==> src/hw/rcp_pkg.sv <==
`default_nettype none
package rcp_pkg;
    // ------------------------------------------------------------
    // clock and line rates
    // ------------------------------------------------------------
    localparam int CLK_HZ    = 50_000_000;   // mclk rate
    localparam int BAUD_SLOW = 56700;        // strap high or open
    localparam int BAUD_FAST = 115200;       // strap held low
    // bit periods in mclk cycles, rounded to nearest
    localparam logic [9:0] DIV_SLOW = 10'((CLK_HZ + BAUD_SLOW / 2) / BAUD_SLOW);
    localparam logic [9:0] DIV_FAST = 10'((CLK_HZ + BAUD_FAST / 2) / BAUD_FAST);

    // ------------------------------------------------------------
    // character and command framing
    // ------------------------------------------------------------
    localparam logic [2:0] DATA_BITS_M1 = 3'h7;  // 8 data bits
    localparam logic [3:0] STOP_IDX     = 4'h9;  // start + 8 data, then stop
    localparam logic [2:0] MIN_DATA     = 3'h1;  // least data bytes per command
    localparam logic [2:0] MAX_DATA     = 3'h5;  // most data bytes per command
    localparam logic [2:0] RESP_BYTES   = 3'h5;  // fixed query answer length

    // ------------------------------------------------------------
    // reset values
    // ------------------------------------------------------------
    localparam logic [7:0]  RST_BYTE = 8'h00;
    localparam logic [39:0] RST_WORD = 40'h00_0000_0000;
    localparam logic [9:0]  RST_CNT  = 10'h000;

    // receiver and command states, gray along the usual path
    typedef enum logic [1:0] {
        RX_IDLE  = 2'b00,
        RX_START = 2'b01,
        RX_BITS  = 2'b11,
        RX_STOP  = 2'b10
    } rcp_rx_t;

    typedef enum logic [1:0] {
        CM_IDLE = 2'b00,
        CM_LEN  = 2'b01,
        CM_DATA = 2'b11,
        CM_DONE = 2'b10
    } rcp_cmd_t;
endpackage : rcp_pkg
`default_nettype wire

==> src/hw/rcp_cmd_port.sv <==
// Notes on behaviour
// - strap sampled in reset: high slow, low fast
// - 8 data bits, no parity, one stop
// - collect all data bytes before executing
// - short command leaves port waiting, no recovery
// - query answer always five bytes long
// - address byte then data, 2 to 6 total
// - at least one data byte per command
// - answer byte 4 first, down to 0
`timescale 1ns/1ps
`default_nettype none
module rcp_cmd_port
    import rcp_pkg::*;
(
    input  wire logic        mclk,
    input  wire logic        resetn,
    input  wire logic        baud_strap,    // pin, low selects fast rate
    input  wire logic        rxd,           // serial in, from pin
    output logic             txd,           // serial out
    output logic [7:0]       cmd_addr_o,    // register address of command
    input  wire logic [2:0]  cmd_len_i,     // data bytes for cmd_addr_o
    input  wire logic        cmd_query_i,   // cmd_addr_o is a query register
    output logic             cmd_valid_o,   // one-cycle, command complete
    output logic [39:0]      cmd_data_o,    // data bytes, last in [7:0]
    output logic [2:0]       cmd_count_o,   // data bytes held
    output logic             resp_pend_o,   // waiting for answer word
    input  wire logic        resp_load_i,   // one-cycle, answer word valid
    input  wire logic [39:0] resp_data_i    // answer, byte 4 in [39:32]
);
    // ------------------------------------------------------------
    // pin synchronisers
    // ------------------------------------------------------------
    logic [2:0] rx_sync_q;     // three-stage chain on rxd
    logic [2:0] strap_sync_q;  // three-stage chain on strap
    logic       rx_f_q;        // filtered line level
    logic       strap_f_q;     // filtered strap level
    logic       baud_fast_q;   // rate chosen at reset
    logic [9:0] div;           // active bit period

    // no reset on the chains so the strap is seen while resetn is low
    always_ff @(posedge mclk) begin
        rx_sync_q    <= {rx_sync_q[1:0], rxd};
        strap_sync_q <= {strap_sync_q[1:0], baud_strap};
    end

    // a change counts once stages two and three agree
    always_ff @(posedge mclk) begin
        if (!resetn) begin
            rx_f_q <= 1'b1;
        end else if (rx_sync_q[1] == rx_sync_q[2]) begin
            rx_f_q <= rx_sync_q[2];
        end
    end

    always_ff @(posedge mclk) begin
        if (strap_sync_q[1] == strap_sync_q[2]) begin
            strap_f_q <= strap_sync_q[2];
        end
    end

    // rate latched only while reset is held, frozen after release
    always_ff @(posedge mclk) begin
        if (!resetn) begin
            baud_fast_q <= ~strap_f_q;
        end
    end

    assign div = baud_fast_q ? DIV_FAST : DIV_SLOW;

    // ------------------------------------------------------------
    // receiver
    // ------------------------------------------------------------
    rcp_rx_t    rx_st_q;     // receive state
    logic [9:0] rx_cnt_q;    // cycles to next sample point
    logic [2:0] rx_bit_q;    // data bit index
    logic [7:0] rx_sh_q;     // assembled character
    logic       rx_valid_q;  // one-cycle, good character

    // mid-bit sampling; a start glitch or bad stop is dropped silently
    always_ff @(posedge mclk) begin
        if (!resetn) begin
            rx_st_q    <= RX_IDLE;
            rx_cnt_q   <= RST_CNT;
            rx_bit_q   <= 3'h0;
            rx_sh_q    <= RST_BYTE;
            rx_valid_q <= 1'b0;
        end else begin
            rx_valid_q <= 1'b0;
            case (rx_st_q)
                RX_IDLE: begin
                    // low line level opens a character
                    if (!rx_f_q) begin
                        rx_st_q  <= RX_START;
                        rx_cnt_q <= div >> 1;
                    end
                end
                RX_START: begin
                    if (rx_cnt_q == RST_CNT) begin
                        rx_bit_q <= 3'h0;
                        rx_cnt_q <= div - 10'h001;
                        rx_st_q  <= rx_f_q ? RX_IDLE : RX_BITS;
                    end else begin
                        rx_cnt_q <= rx_cnt_q - 10'h001;
                    end
                end
                RX_BITS: begin
                    if (rx_cnt_q == RST_CNT) begin
                        rx_sh_q  <= {rx_f_q, rx_sh_q[7:1]};   // lsb first
                        rx_cnt_q <= div - 10'h001;
                        if (rx_bit_q == DATA_BITS_M1) begin
                            rx_st_q <= RX_STOP;
                        end else begin
                            rx_bit_q <= rx_bit_q + 3'h1;
                        end
                    end else begin
                        rx_cnt_q <= rx_cnt_q - 10'h001;
                    end
                end
                RX_STOP: begin
                    // no parity bit; stop must read high
                    if (rx_cnt_q == RST_CNT) begin
                        rx_st_q    <= RX_IDLE;
                        rx_valid_q <= rx_f_q;
                    end else begin
                        rx_cnt_q <= rx_cnt_q - 10'h001;
                    end
                end
                default: rx_st_q <= RX_IDLE;
            endcase
        end
    end

    // ------------------------------------------------------------
    // command assembly
    // ------------------------------------------------------------
    rcp_cmd_t   cm_st_q;   // command state
    logic [2:0] len_q;     // data bytes expected
    logic [2:0] got_q;     // data bytes received
    logic       query_q;   // command is a query

    // no timeout: a short command keeps waiting until reset
    always_ff @(posedge mclk) begin
        if (!resetn) begin
            cm_st_q     <= CM_IDLE;
            cmd_addr_o  <= RST_BYTE;
            cmd_data_o  <= RST_WORD;
            cmd_count_o <= 3'h0;
            cmd_valid_o <= 1'b0;
            len_q       <= MIN_DATA;
            got_q       <= 3'h0;
            query_q     <= 1'b0;
        end else begin
            cmd_valid_o <= 1'b0;
            case (cm_st_q)
                CM_IDLE: begin
                    // first byte is always the address
                    if (rx_valid_q) begin
                        cmd_addr_o <= rx_sh_q;
                        cm_st_q    <= CM_LEN;
                    end
                end
                CM_LEN: begin
                    // length clamped into 1..5 data bytes
                    if (cmd_len_i < MIN_DATA) begin
                        len_q <= MIN_DATA;
                    end else if (cmd_len_i > MAX_DATA) begin
                        len_q <= MAX_DATA;
                    end else begin
                        len_q <= cmd_len_i;
                    end
                    query_q    <= cmd_query_i;
                    got_q      <= 3'h0;
                    cmd_data_o <= RST_WORD;
                    cm_st_q    <= CM_DATA;
                end
                CM_DATA: begin
                    if (rx_valid_q) begin
                        cmd_data_o <= {cmd_data_o[31:0], rx_sh_q};
                        got_q      <= got_q + 3'h1;
                        if (got_q + 3'h1 == len_q) begin
                            cm_st_q <= CM_DONE;
                        end
                    end
                end
                CM_DONE: begin
                    cmd_valid_o <= 1'b1;
                    cmd_count_o <= got_q;
                    cm_st_q     <= CM_IDLE;
                end
                default: cm_st_q <= CM_IDLE;
            endcase
        end
    end

    // ------------------------------------------------------------
    // query answer
    // ------------------------------------------------------------
    logic [39:0] resp_sh_q;    // answer, next byte on top
    logic [2:0]  resp_left_q;  // bytes still to send
    logic        tx_start_q;   // one-cycle send request
    logic [7:0]  tx_byte_q;    // byte handed to sender
    logic        tx_busy;      // sender occupied
    logic        resp_take;    // answer word taken this edge

    // take a word only with the sender fully idle, so byte 4 leaves next;
    // a word offered while the last byte is still on the line is ignored
    assign resp_take = resp_pend_o && resp_load_i && resp_left_q == 3'h0
                       && !tx_busy && !tx_start_q;

    // pending set on a finished query; load accepted once sender idle
    always_ff @(posedge mclk) begin
        if (!resetn) begin
            resp_pend_o <= 1'b0;
        end else if (cm_st_q == CM_DONE && query_q) begin
            resp_pend_o <= 1'b1;                        // set wins
        end else if (resp_take) begin
            resp_pend_o <= 1'b0;
        end
    end

    // five bytes, most significant first
    always_ff @(posedge mclk) begin
        if (!resetn) begin
            resp_sh_q   <= RST_WORD;
            resp_left_q <= 3'h0;
            tx_start_q  <= 1'b0;
            tx_byte_q   <= RST_BYTE;
        end else begin
            tx_start_q <= 1'b0;
            if (resp_take) begin
                resp_sh_q   <= resp_data_i;
                resp_left_q <= RESP_BYTES;
            end else if (resp_left_q != 3'h0 && !tx_busy && !tx_start_q) begin
                tx_start_q  <= 1'b1;
                tx_byte_q   <= resp_sh_q[39:32];
                resp_sh_q   <= {resp_sh_q[31:0], RST_BYTE};
                resp_left_q <= resp_left_q - 3'h1;
            end
        end
    end

    rcp_uart_tx u_tx (
        .mclk    (mclk),
        .resetn  (resetn),
        .div_i   (div),
        .start_i (tx_start_q),
        .byte_i  (tx_byte_q),
        .txd_o   (txd),
        .busy_o  (tx_busy)
    );

    // ------------------------------------------------------------
    // checks
    // ------------------------------------------------------------
    baud_frozen_a: assert property (@(posedge mclk) disable iff (!resetn)
        $stable(baud_fast_q))
        else $error("rate changed outside reset");
    cmd_full_count_a: assert property (@(posedge mclk) disable iff (!resetn)
        cmd_valid_o |-> cmd_count_o == len_q)
        else $error("command issued with missing bytes");
    cmd_wait_data_a: assert property (@(posedge mclk) disable iff (!resetn)
        cm_st_q == CM_DATA && !rx_valid_q |=> cm_st_q == CM_DATA)
        else $error("command left before its bytes");
    cmd_len_range_a: assert property (@(posedge mclk) disable iff (!resetn)
        cm_st_q == CM_DATA |-> len_q >= MIN_DATA && len_q <= MAX_DATA)
        else $error("data length outside one to five");
    rx_stop_good_a: assert property (@(posedge mclk) disable iff (!resetn)
        rx_valid_q |-> $past(rx_st_q) == RX_STOP && $past(rx_f_q))
        else $error("character accepted without stop");
    resp_five_a: assert property (@(posedge mclk) disable iff (!resetn)
        resp_take |=> resp_left_q == RESP_BYTES)
        else $error("answer length not five");
    resp_msb_first_a: assert property (@(posedge mclk) disable iff (!resetn)
        resp_take
        |=> ##1 tx_start_q && tx_byte_q == $past(resp_data_i[39:32], 2))
        else $error("answer did not open with byte 4");
    cmd_done_cov: cover property (@(posedge mclk) disable iff (!resetn) cmd_valid_o);
    query_done_cov: cover property (@(posedge mclk) disable iff (!resetn)
        $fell(tx_busy) && resp_left_q == 3'h0);
    fast_rate_cov: cover property (@(posedge mclk) disable iff (!resetn)
        baud_fast_q && rx_valid_q);
endmodule : rcp_cmd_port
`default_nettype wire

==> src/hw/rcp_uart_tx.sv <==
`timescale 1ns/1ps
`default_nettype none
module rcp_uart_tx
    import rcp_pkg::*;
(
    input  wire logic       mclk,
    input  wire logic       resetn,
    input  wire logic [9:0] div_i,     // bit period in cycles
    input  wire logic       start_i,   // one-cycle request
    input  wire logic [7:0] byte_i,    // character to send
    output logic            txd_o,     // serial line, idles high
    output logic            busy_o     // character in flight
);
    // ------------------------------------------------------------
    // framing state
    // ------------------------------------------------------------
    logic [9:0] frame_q;   // stop, data lsb first, start
    logic [9:0] cnt_q;     // cycles left in current bit
    logic [3:0] idx_q;     // bit being sent, 0 = start

    // shift one character out, start bit low, stop bit high
    always_ff @(posedge mclk) begin
        if (!resetn) begin
            frame_q <= RST_CNT;
            cnt_q   <= RST_CNT;
            idx_q   <= 4'h0;
            txd_o   <= 1'b1;
            busy_o  <= 1'b0;
        end else if (start_i && !busy_o) begin
            frame_q <= {1'b1, byte_i, 1'b0};
            busy_o  <= 1'b1;
            cnt_q   <= div_i - 10'h001;
            idx_q   <= 4'h0;
            txd_o   <= 1'b0;
        end else if (busy_o) begin
            if (cnt_q == RST_CNT) begin
                if (idx_q == STOP_IDX) begin
                    busy_o <= 1'b0;                     // single stop bit
                end else begin
                    idx_q   <= idx_q + 4'h1;
                    frame_q <= {1'b1, frame_q[9:1]};
                    txd_o   <= frame_q[1];
                    cnt_q   <= div_i - 10'h001;
                end
            end else begin
                cnt_q <= cnt_q - 10'h001;
            end
        end
    end

    // ------------------------------------------------------------
    // checks
    // ------------------------------------------------------------
    tx_start_bit_a: assert property (@(posedge mclk) disable iff (!resetn)
        start_i && !busy_o |=> !txd_o && busy_o)
        else $error("start bit not driven low");
    tx_stop_level_a: assert property (@(posedge mclk) disable iff (!resetn)
        $fell(busy_o) |-> txd_o && $past(txd_o))
        else $error("character did not end on stop level");
    tx_idle_high_a: assert property (@(posedge mclk) disable iff (!resetn)
        !busy_o && !$past(busy_o) |-> txd_o)
        else $error("line not idle high");
    tx_char_cov: cover property (@(posedge mclk) disable iff (!resetn) $fell(busy_o));
endmodule : rcp_uart_tx
`default_nettype wire

==> config.mk <==
export PLATFORM = sky130hd
export DESIGN_NAME = rcp_cmd_port
export DESIGN_NICKNAME = d
export VERILOG_FILES = /design/src/hw/rcp_pkg.sv /design/src/hw/rcp_cmd_port.sv /design/src/hw/rcp_uart_tx.sv
export SDC_FILE = /design/constraint.sdc
export NUM_CORES = 1
export LEC_CHECK = 0
export BUFFER_PORTS_ARGS = -buffer_cell sky130_fd_sc_hd__buf_2
export CAP_MARGIN = 20
export CORE_ASPECT_RATIO = 1.2
export CORE_MARGIN = 2
export CORE_UTILIZATION = 61
export DETAILED_ROUTE_END_ITERATION = 8
export PLACE_DENSITY = 0.92
export SLEW_MARGIN = 20
export SYNTH_ARGS = -nofsm -noshare
export SYNTH_HDL_FRONTEND = slang
export SYNTH_SLANG_ARGS = --single-unit
==> constraint.sdc <==
create_clock -name mclk -period 5.92 [get_ports mclk]
set_clock_uncertainty 0.2 [all_clocks]
set_input_delay 0.296 -clock mclk [delete_from_list [all_inputs] [get_ports mclk]]
set_output_delay 0.296 -clock mclk [all_outputs]
set_load 0.005 [all_outputs]
Word level (Yosys, flattened, before mapping) --
Cells that the tools add are included.
Cells by class: eq/ne operators 23, magnitude comparators 2, multiplexer cells 50, reductions and logical operators 37, bitwise gates (word level) 4, add/sub/neg operators 7
Operators with widths (number):
- 2-to-1 mux 10 bit | 12
- 2-to-1 mux 40 bit | 3
- one-hot mux 40 bit (2 select lines) | 1
- one-hot mux 10 bit (3 select lines) | 1
- subtractor 10 x 1 -> 10 bit, second input constant | 3
- 2-to-1 mux 3 bit | 8
- logical NOT 10 bit | 2
- != test 2 bit, second input constant | 10
- 2-to-1 mux 2 bit | 9
- one-hot mux 2 bit (4 select lines) | 2
- 2-to-1 mux 1 bit | 12
- one-hot mux 3 bit (2 select lines) | 2
- AND reduction 2 bit | 6
- AND reduction 3 bit | 4
- nonzero test 2 bit | 6
- equality test 2 bit, second input constant | 4
- logical AND 1 bit | 8
- adder 3 x 1 -> 3 bit, second input constant | 2
- OR reduction 2 bit | 3
- AND reduction 5 bit | 1
- adder 4 x 1 -> 4 bit, second input constant | 1
- equality test 2 x 1 -> 1 bit, second input constant | 2
- equality test 4 bit, second input constant | 1
- logical NOT 2 bit | 2
- 13 further kinds | 18
Word-level totals: output and inout port bits 54, flip-flop bits (word level) 173

Longest topological paths before layout --
Gate-level depths: netlist of the first run.
word-level depth 6, depth in mapped cells 9, gate-level depth less buffers 7

Cells and area by module --
From an unflattened synthesis of the first run, not the netlist that was laid out.
Second synthesis, totals: cells, all modules 828, area total of the unflattened synthesis 7199.4 um2
By module, submodules not included:
- rcp_cmd_port | area each 5750.5 um2, times used 1, cells each 643
- rcp_uart_tx | area each 1448.9 um2, times used 1, cells each 185

Least setup slack after synthesis of the first run --
Ideal clock, no wire load.
path kind register to register, start point register rx_cnt_q[3], end point register rx_cnt_q[7], path buffers 0, data arrival time 1776 ps, setup slack 3853 ps, period minus slack after synthesis 2067 ps, cell stages (with the launch flop) 6, path through dfxtp_1 or3_1 nor4_1 mux2_2 o311a_1 a311oi_1
On the way: cells in the longest elaborated chain, start to end 3, elaborated cells between the ends (all ways) 7, classes of those cells add/sub: 1; eq/ne: 1; mux: 3; reduce/logical: 2
Ends and longest elaborated chain:
- from (decl) | RTL line rcp_cmd_port.sv:74 | logic [9:0] rx_cnt_q;
- from (signal assigned) | RTL line rcp_cmd_port.sv:94 | rx_cnt_q <= div >> 1;
- from (signal assigned) | RTL line rcp_cmd_port.sv:100 | rx_cnt_q <= div - 10'h001;
- from (signal assigned) | RTL line rcp_cmd_port.sv:103 | rx_cnt_q <= rx_cnt_q - 10'h001;
- subtractor 10 x 1 -> 10 bit / logical NOT 10 bit (equally long branches)
- 2-to-1 mux 10 bit (tied with other cells) | RTL line rcp_cmd_port.sv:121 | if (rx_cnt_q == RST_CNT) begin
- one-hot mux 10 bit (3 select lines) / AND reduction 2 bit (equally long branches)
Parallel ways exist; a longest one is shown, timed or not. The select of a mux whose other input is x is not followed. A chain may end at the register's enable or synchronous reset.

Final worst setup path of the first run --
start point register resp_left_q[0], end point register resp_sh_q[21]
On the way: cells in the longest elaborated chain, start to end 5, elaborated cells between the ends (all ways) 9, classes of those cells mux: 1; reduce/logical: 8
Ends and longest elaborated chain:
- from (decl) | RTL line rcp_cmd_port.sv:199 | logic [2:0] resp_left_q;
- from (signal assigned) | RTL line rcp_cmd_port.sv:237 | resp_left_q <= resp_left_q - 3'h1;
- logical NOT 3 bit | RTL line rcp_cmd_port.sv:207 | assign resp_take = resp_pend_o && resp_load_i && resp_left_q == 3'h0
- logical AND 1 bit | RTL line rcp_cmd_port.sv:207
- logical AND 1 bit (2 in series) | RTL line rcp_cmd_port.sv:208 | && !tx_busy && !tx_start_q;
- 2-to-1 mux 40 bit / nonzero test 2 bit (equally long branches)
- to (signal assigned) | RTL line rcp_cmd_port.sv:231 | resp_sh_q <= resp_data_i;
- to (signal assigned) | RTL line rcp_cmd_port.sv:236 | resp_sh_q <= {resp_sh_q[31:0], RST_BYTE};
- to (decl) | RTL line rcp_cmd_port.sv:198 | logic [39:0] resp_sh_q;
Parallel ways exist; a longest one is shown, timed or not.

==> results.toml, run 1 <==
[final_layout]
drive_gt1_share_pct = 17.3
num-fill-cells = 603
final_nets = 961
syn_to_final_growth_pct = 23.1
post-route-util_pct = 76.7

[power]
p_per_area_nw_per_um2 = 386
finalPower_uw = 3250
peakVddDrop_mv = 0.281
power.net_switching_uw = 1100
p_clk_share_pct = 36.8
p_seq_share_pct = 39.7
p_leak_uw = 0.00325
comb_power_share_pct = 23.5
power.internal_uw = 2150
switching_share_pct = 33.8

[floorplanning]
die_x_um = 101
rows = 42
core_area_um2 = 11000
boundaryPins = 103
die_h_um = 120
dieArea_um2 = 12100
initial_core_util_pct = 62.3

[grt]
grt_use_total_pct = 34.1
grt_max_degree = 77
antenna_found_initial = 1
grt_pass1_vias = 6508
grt_pass1_wl_um = 32500
overflow = 0

[synthesis]
async_reset_ff_share_pct = 0
syn-num-nets = 845
synth_top_area_share_pct = 49.7
synth-seq-cells = 172
syn-cell-area_um2 = 6850
synthCells = 786
synth_top_cell_by_area = "dfxtp_1"
ys_warn_count = 0
postSynthAreaPerCell_um2 = 8.71
synth-edff-count = 2
yosysUniqueCellTypes = 59
synthFlopType = "dfxtp_1"
yosysSeqAreaShare_pct = 50.6
synth_area_leaders = "dfxtp_1 50%, a22oi_1 9.0%, a21oi_1 5.8%"

[routing]
dr_total_vias = 6750
ant_nets = 0
wl_per_cell_um = 19.5
viasPerCell = 6.44
remaining_drc_errors = 0
wl_um = 20500
drtPass1Iterations = 9
drt_iter0_markers = 884

[clock_network]
cts.path.max_buffers = 2
numCtsBuffers = 17
post_cts_resized = 0
root_buffer = "clkbuf_16"
cts_tree = "yes"
clkLatencyLatePin_ns = 0.43
cts_sinks = 172
htreeDepth = 4
clkTransAtPathRegs_ns = 0.07

[critical_path]
crit_type = "reg2reg"
worstRegToRegCells = 8
worstPathRequired_ns = 6.03
endpoint_kind = "flip-flop"
cp-start-kind = "flip-flop"
worstPathArrival_ns = 2.83
path_max_fanout = 42

[timing]
max_freq_mhz = 368
final-setup-viol-count = 0
period_needed_ns = 2.72
slew_violations = 0
whs_ns = 0.0236
post-route-period-util_pct = 45.9
tns_ns = 0
hold_viol_final = 0
slew_headroom_pct = 27.6
tightest_slew_ns = 1.08
rsz0062_at_grt = "no"

[outcome]
status = "complete, no violations"

[hold_path]
hold_class = "in2reg"
hold_path_depth = 3

[place]
io_buffers = 102
routabilityCongestion = 0.909
dp_hpwl_um = 9970

[job]
drv_cap = 0
layout make-up:
cell class              count  area [um^2]  share of cell area (%)
flip-flops and latches    172         3460                    41.1
inverters                  14         55.1                   0.653
diodes                      1         2.50                  0.0297
multi-input cells         545         3120                    37.1
clock inverters            15          195                    2.32
repair buffers            152          993                    11.8
well taps                 132          165                    1.96
clock buffers              17          425                    5.05
worst paths after layout:
| kind | start | slack, ns | end |
|---|---|---|---|
| worst min-delay path | resp_data_i[16] | 0.02 | resp_sh_q[16] |
| worst max register to register | resp_left_q[0] | 3.20 | resp_sh_q[21] |
| worst min register to register | strap_sync_q[0] | 0.13 | strap_sync_q[1] |
| worst max-delay path | resp_left_q[0] | 3.20 | resp_sh_q[21] |
through the flow:
stage	std cells	area (um^2)	setup slack, ns
6_report	1048	8420	3.20
5_1_grt	1048	8420	3.16
4_1_cts	1046	8410	3.06
3_5_place_dp	972	7370	3.15
3_3_place_gp	972	7370	3.26
2_1_floorplan	786	6850	3.85
state kept, by name, indices dropped and copies added, names as in the netlist, 2 cells and up:
register	flops
cmd_data_o	40
resp_sh_q	40
rx_cnt_q	10
u_tx.cnt_q	10
u_tx.frame_q	9
cmd_addr_o	8
rx_sh_q	8
tx_byte_q	8
u_tx.idx_q	4
cmd_count_o	3
got_q	3
len_q	3
resp_left_q	3
rx_bit_q	3
rx_sync_q	3
strap_sync_q	3
cm_st_q	2
rx_st_q	2
cell families (layout without fill, tap and decap cells):
| logic type | count (synthesis) | in the layout | synth area share (%) |
|---|---|---|---|
| AND/OR/NAND/NOR | 289 | 289 | 19.3 |
| other | 0 | 1 | 0 |
| multiplexers | 15 | 15 | 2.25 |
| adder cells (fa/ha/maj) | 10 | 10 | 1.83 |
| XOR/XNOR | 13 | 13 | 1.66 |
| flip-flops | 172 | 172 | 50.6 |
| AO/OA/AOI/OAI | 218 | 218 | 20.4 |
| buffers and inverters | 69 | 198 | 3.97 |
power groups by stage:
stage                     Sequential, uW  Clock, uW  Combinational (uW)
after detailed placement            1310          0                 699
after global routing                1300       1240                 834
after CTS                           1290       1190                 733
after floorplan                     1290          0                 561
after global placement              1310          0                 688
final                               1290       1200                 765
routing by layer:
layer	up-vias	GRT usage, %	wire length [um]
li1	3019	-	-
met1	3133	40.0	7650
met2	477	55.2	9830
met3	121	8.68	1660
met4	0	21.1	1350
met5	-	0	0
what timing repair did:
item / CTS / global route
hold buffers: 42 / 1
setup buffers: 0 / 0
hold endpoints to repair: 42 / 1
synth_stat cells (all sizes together), types with 3 or more instances:
library cell  instances
o22ai                 3
a311oi                4
clkbuf               51
a31oi                 3
or3                   3
nand2b                4
nand4                 5
a22oi                82
and2                  4
or4                   3
nor2                 94
nand3                31
mux2                  3
nor3                 16
inv                  14
or2                   3
mux2i                12
buf                   4
o21ai                24
a21oi                80
nor4b                 3
nor2b                 7
xor2                  6
ha                   10
o211ai                3
nand2               101
dfxtp               170
nor4                  6
xnor2                 7
worst max-delay path, stage by stage, from the launching register on:
cell	delay, ns
dfxtp_1	0.35
inv_1	0.08
ha_1	0.21
nor2b_1	0.17
and4_1	0.20
buf_4	0.27
nor2_4	0.64
nand2_1	0.14
a21oi_1	0.35
layout by cell type, fill, tap and decap left out, types with 4 or more instances in the layout:
cell type,instances
nor2b_1,7
inv_6,7
nor4_1,5
xor2_1,6
dlygate4sd3_1,43
nand4_1,5
clkbuf_16,17
nand2b_1,4
o21ai_0,23
xnor2_1,7
nand2_1,101
dfxtp_1,170
a21oi_1,80
mux2i_1,12
inv_1,13
a311oi_1,4
nand3_1,31
ha_1,10
nor2_1,91
buf_4,7
buf_2,102
nor3_1,15
and2_1,4
a22oi_1,82
(Power assumes the default switching activity.)
==> inputs of run 2 (changes only) <==
--- a/config.mk
+++ b/config.mk
@@ -9,9 +9,9 @@
 export CAP_MARGIN = 20
 export CORE_ASPECT_RATIO = 1.2
 export CORE_MARGIN = 2
-export CORE_UTILIZATION = 61
+export CORE_UTILIZATION = 56
 export DETAILED_ROUTE_END_ITERATION = 8
-export PLACE_DENSITY = 0.92
+export PLACE_DENSITY = 0.86
 export SLEW_MARGIN = 20
 export SYNTH_ARGS = -nofsm -noshare
 export SYNTH_HDL_FRONTEND = slang
==> constraint.sdc (replaced) <==
create_clock -name mclk -period 2.63 [get_ports mclk]
set_clock_uncertainty 0.2 [all_clocks]
set_input_delay 0.1315 -clock mclk [delete_from_list [all_inputs] [get_ports mclk]]
set_output_delay 0.1315 -clock mclk [all_outputs]
set_load 0.005 [all_outputs]
==> results.toml, run 2 (synthesized netlist as in run 1, its figures left out) <==
[outcome]
status = "complete, no violations"

[routing]
ant_nets = 0
drtPass1Iterations = 6
dr_total_vias = 6501
remaining_drc_errors = 0
drt_iter0_markers = 605
wl_um = 18700
viasPerCell = 5.95
wl_per_cell_um = 17.1

[clock_network]
cts_sinks = 172
clkTransAtPathRegs_ns = 0.07
root_buffer = "clkbuf_16"
htreeDepth = 4
cts_tree = "yes"
numCtsBuffers = 17
clkLatencyLatePin_ns = 0.43
cts.path.max_buffers = 2

[place]
io_buffers = 102
routabilityCongestion = 0.902
dp_hpwl_um = 10400
pre_cts_ws_ns = 0.380

[final_layout]
drive_gt1_share_pct = 17.9
post-route-util_pct = 71.5
ff_latch_area_um2 = 3460
syn_to_final_growth_pct = 25.4
final_common_cell = "dfxtp_1"
final_cell_mix = "170 x dfxtp_1, 102 x buf_2, 101 x nand2_1, 91 x nor2_1, 82 x a22oi_1"
final_nets = 975
top_regs = "cmd_data_o (40), resp_sh_q (40)"
multiInputGateArea_um2 = 3120
num-fill-cells = 875

[timing]
hold_viol_final = 0
final-setup-viol-count = 0
whs_ns = 0.130
period_needed_ns = 2.46
slew_violations = 0
rsz0062_at_grt = "no"
post-route-period-util_pct = 93.7
slew_headroom_pct = 50.4
max_freq_mhz = 406
setup_ws_ns = 0.166
tightest_slew_ns = 0.744
tns_ns = 0

[grt]
grt_pass1_wl_um = 30300
overflow = 0
grt_use_total_pct = 28.2
antenna_found_initial = 2
grt_pass1_vias = 6412
grt_max_degree = 51

[power]
p_leak_uw = 0.00331
p_per_area_nw_per_um2 = 840
peakVddDrop_mv = 0.478

[floorplanning]
dieArea_um2 = 13100
boundaryPins = 103
initial_core_util_pct = 57.0
core_area_um2 = 12000
rows = 44
die_h_um = 125
die_x_um = 105

[critical_path]
cp-start-kind = "flip-flop"
endpoint_kind = "flip-flop"
worstPathRequired_ns = 2.77
path_max_fanout = 32
worstPathArrival_ns = 2.60
crit_type = "reg2reg"
reg2reg_slack_ns = 0.17

[hold_path]
hold_class = "reg2reg"

[job]
drv_cap = 0
-- run 2: where the power goes --
group | internal (uW) | switching, uW | total, uW
Sequential | 2750 | 161 | 2910
Combinational | 608 | 1140 | 1750
Clock | 1430 | 1120 | 2550
-- run 2: worst paths after layout --
path                        start  depth (start not counted)              end
setup / recovery   resp_left_q[0]                          7    resp_sh_q[28]
hold / removal    strap_sync_q[0]                          0  strap_sync_q[1]
setup reg to reg   resp_left_q[0]                          7    resp_sh_q[28]
hold reg to reg   strap_sync_q[0]                          0  strap_sync_q[1]
-- run 2: timing repair --
action / CTS / global route
buffers inserted: 0 / 0
gates resized for setup: 0 / 0
hold buffers: 49 / 0
endpoints found under the hold margin: 58 / 0
-- run 2: area by class of cell --
cell class / count / share of cell area [%]
Antenna cell: 2 / 0.0583
Tap cell: 161 / 2.35
Timing Repair Buffer: 166 / 13.1
Clock inverter: 13 / 1.68
Inverter: 14 / 0.641
Clock buffer: 19 / 5.41
Sequential cell: 172 / 40.3
Multi-Input combinational cell: 545 / 36.4
-- run 2: routing by layer --
metal,GRT usage [%],part of all wire [%],vias to the layer above
met4,15.9,5.1,0
met5,0,0,-
met3,6.99,6.0,80
met2,48.3,49,303
met1,32.0,40,3061
li1,-,-,3057
-- run 2: critical path, stage by stage, from the launching register on --
cell and delay (ns):
dfxtp_1 0.35, inv_1 0.08, ha_1 0.22, nor2b_1 0.17
and4_1 0.24, nor2_4 0.58, nand2_1 0.24, a21oi_1 0.28
-- run 2: through the flow --
step | instances | power [uW] | cell area, um^2
3_5_place_dp | 1009 | 4570 | 7480
6_report | 1092 | 7210 | 8580
3_3_place_gp | 1009 | 4530 | 7470
4_1_cts | 1090 | 7150 | 8580
5_1_grt | 1092 | 7500 | 8580
2_1_floorplan | 786 | 4170 | 6850
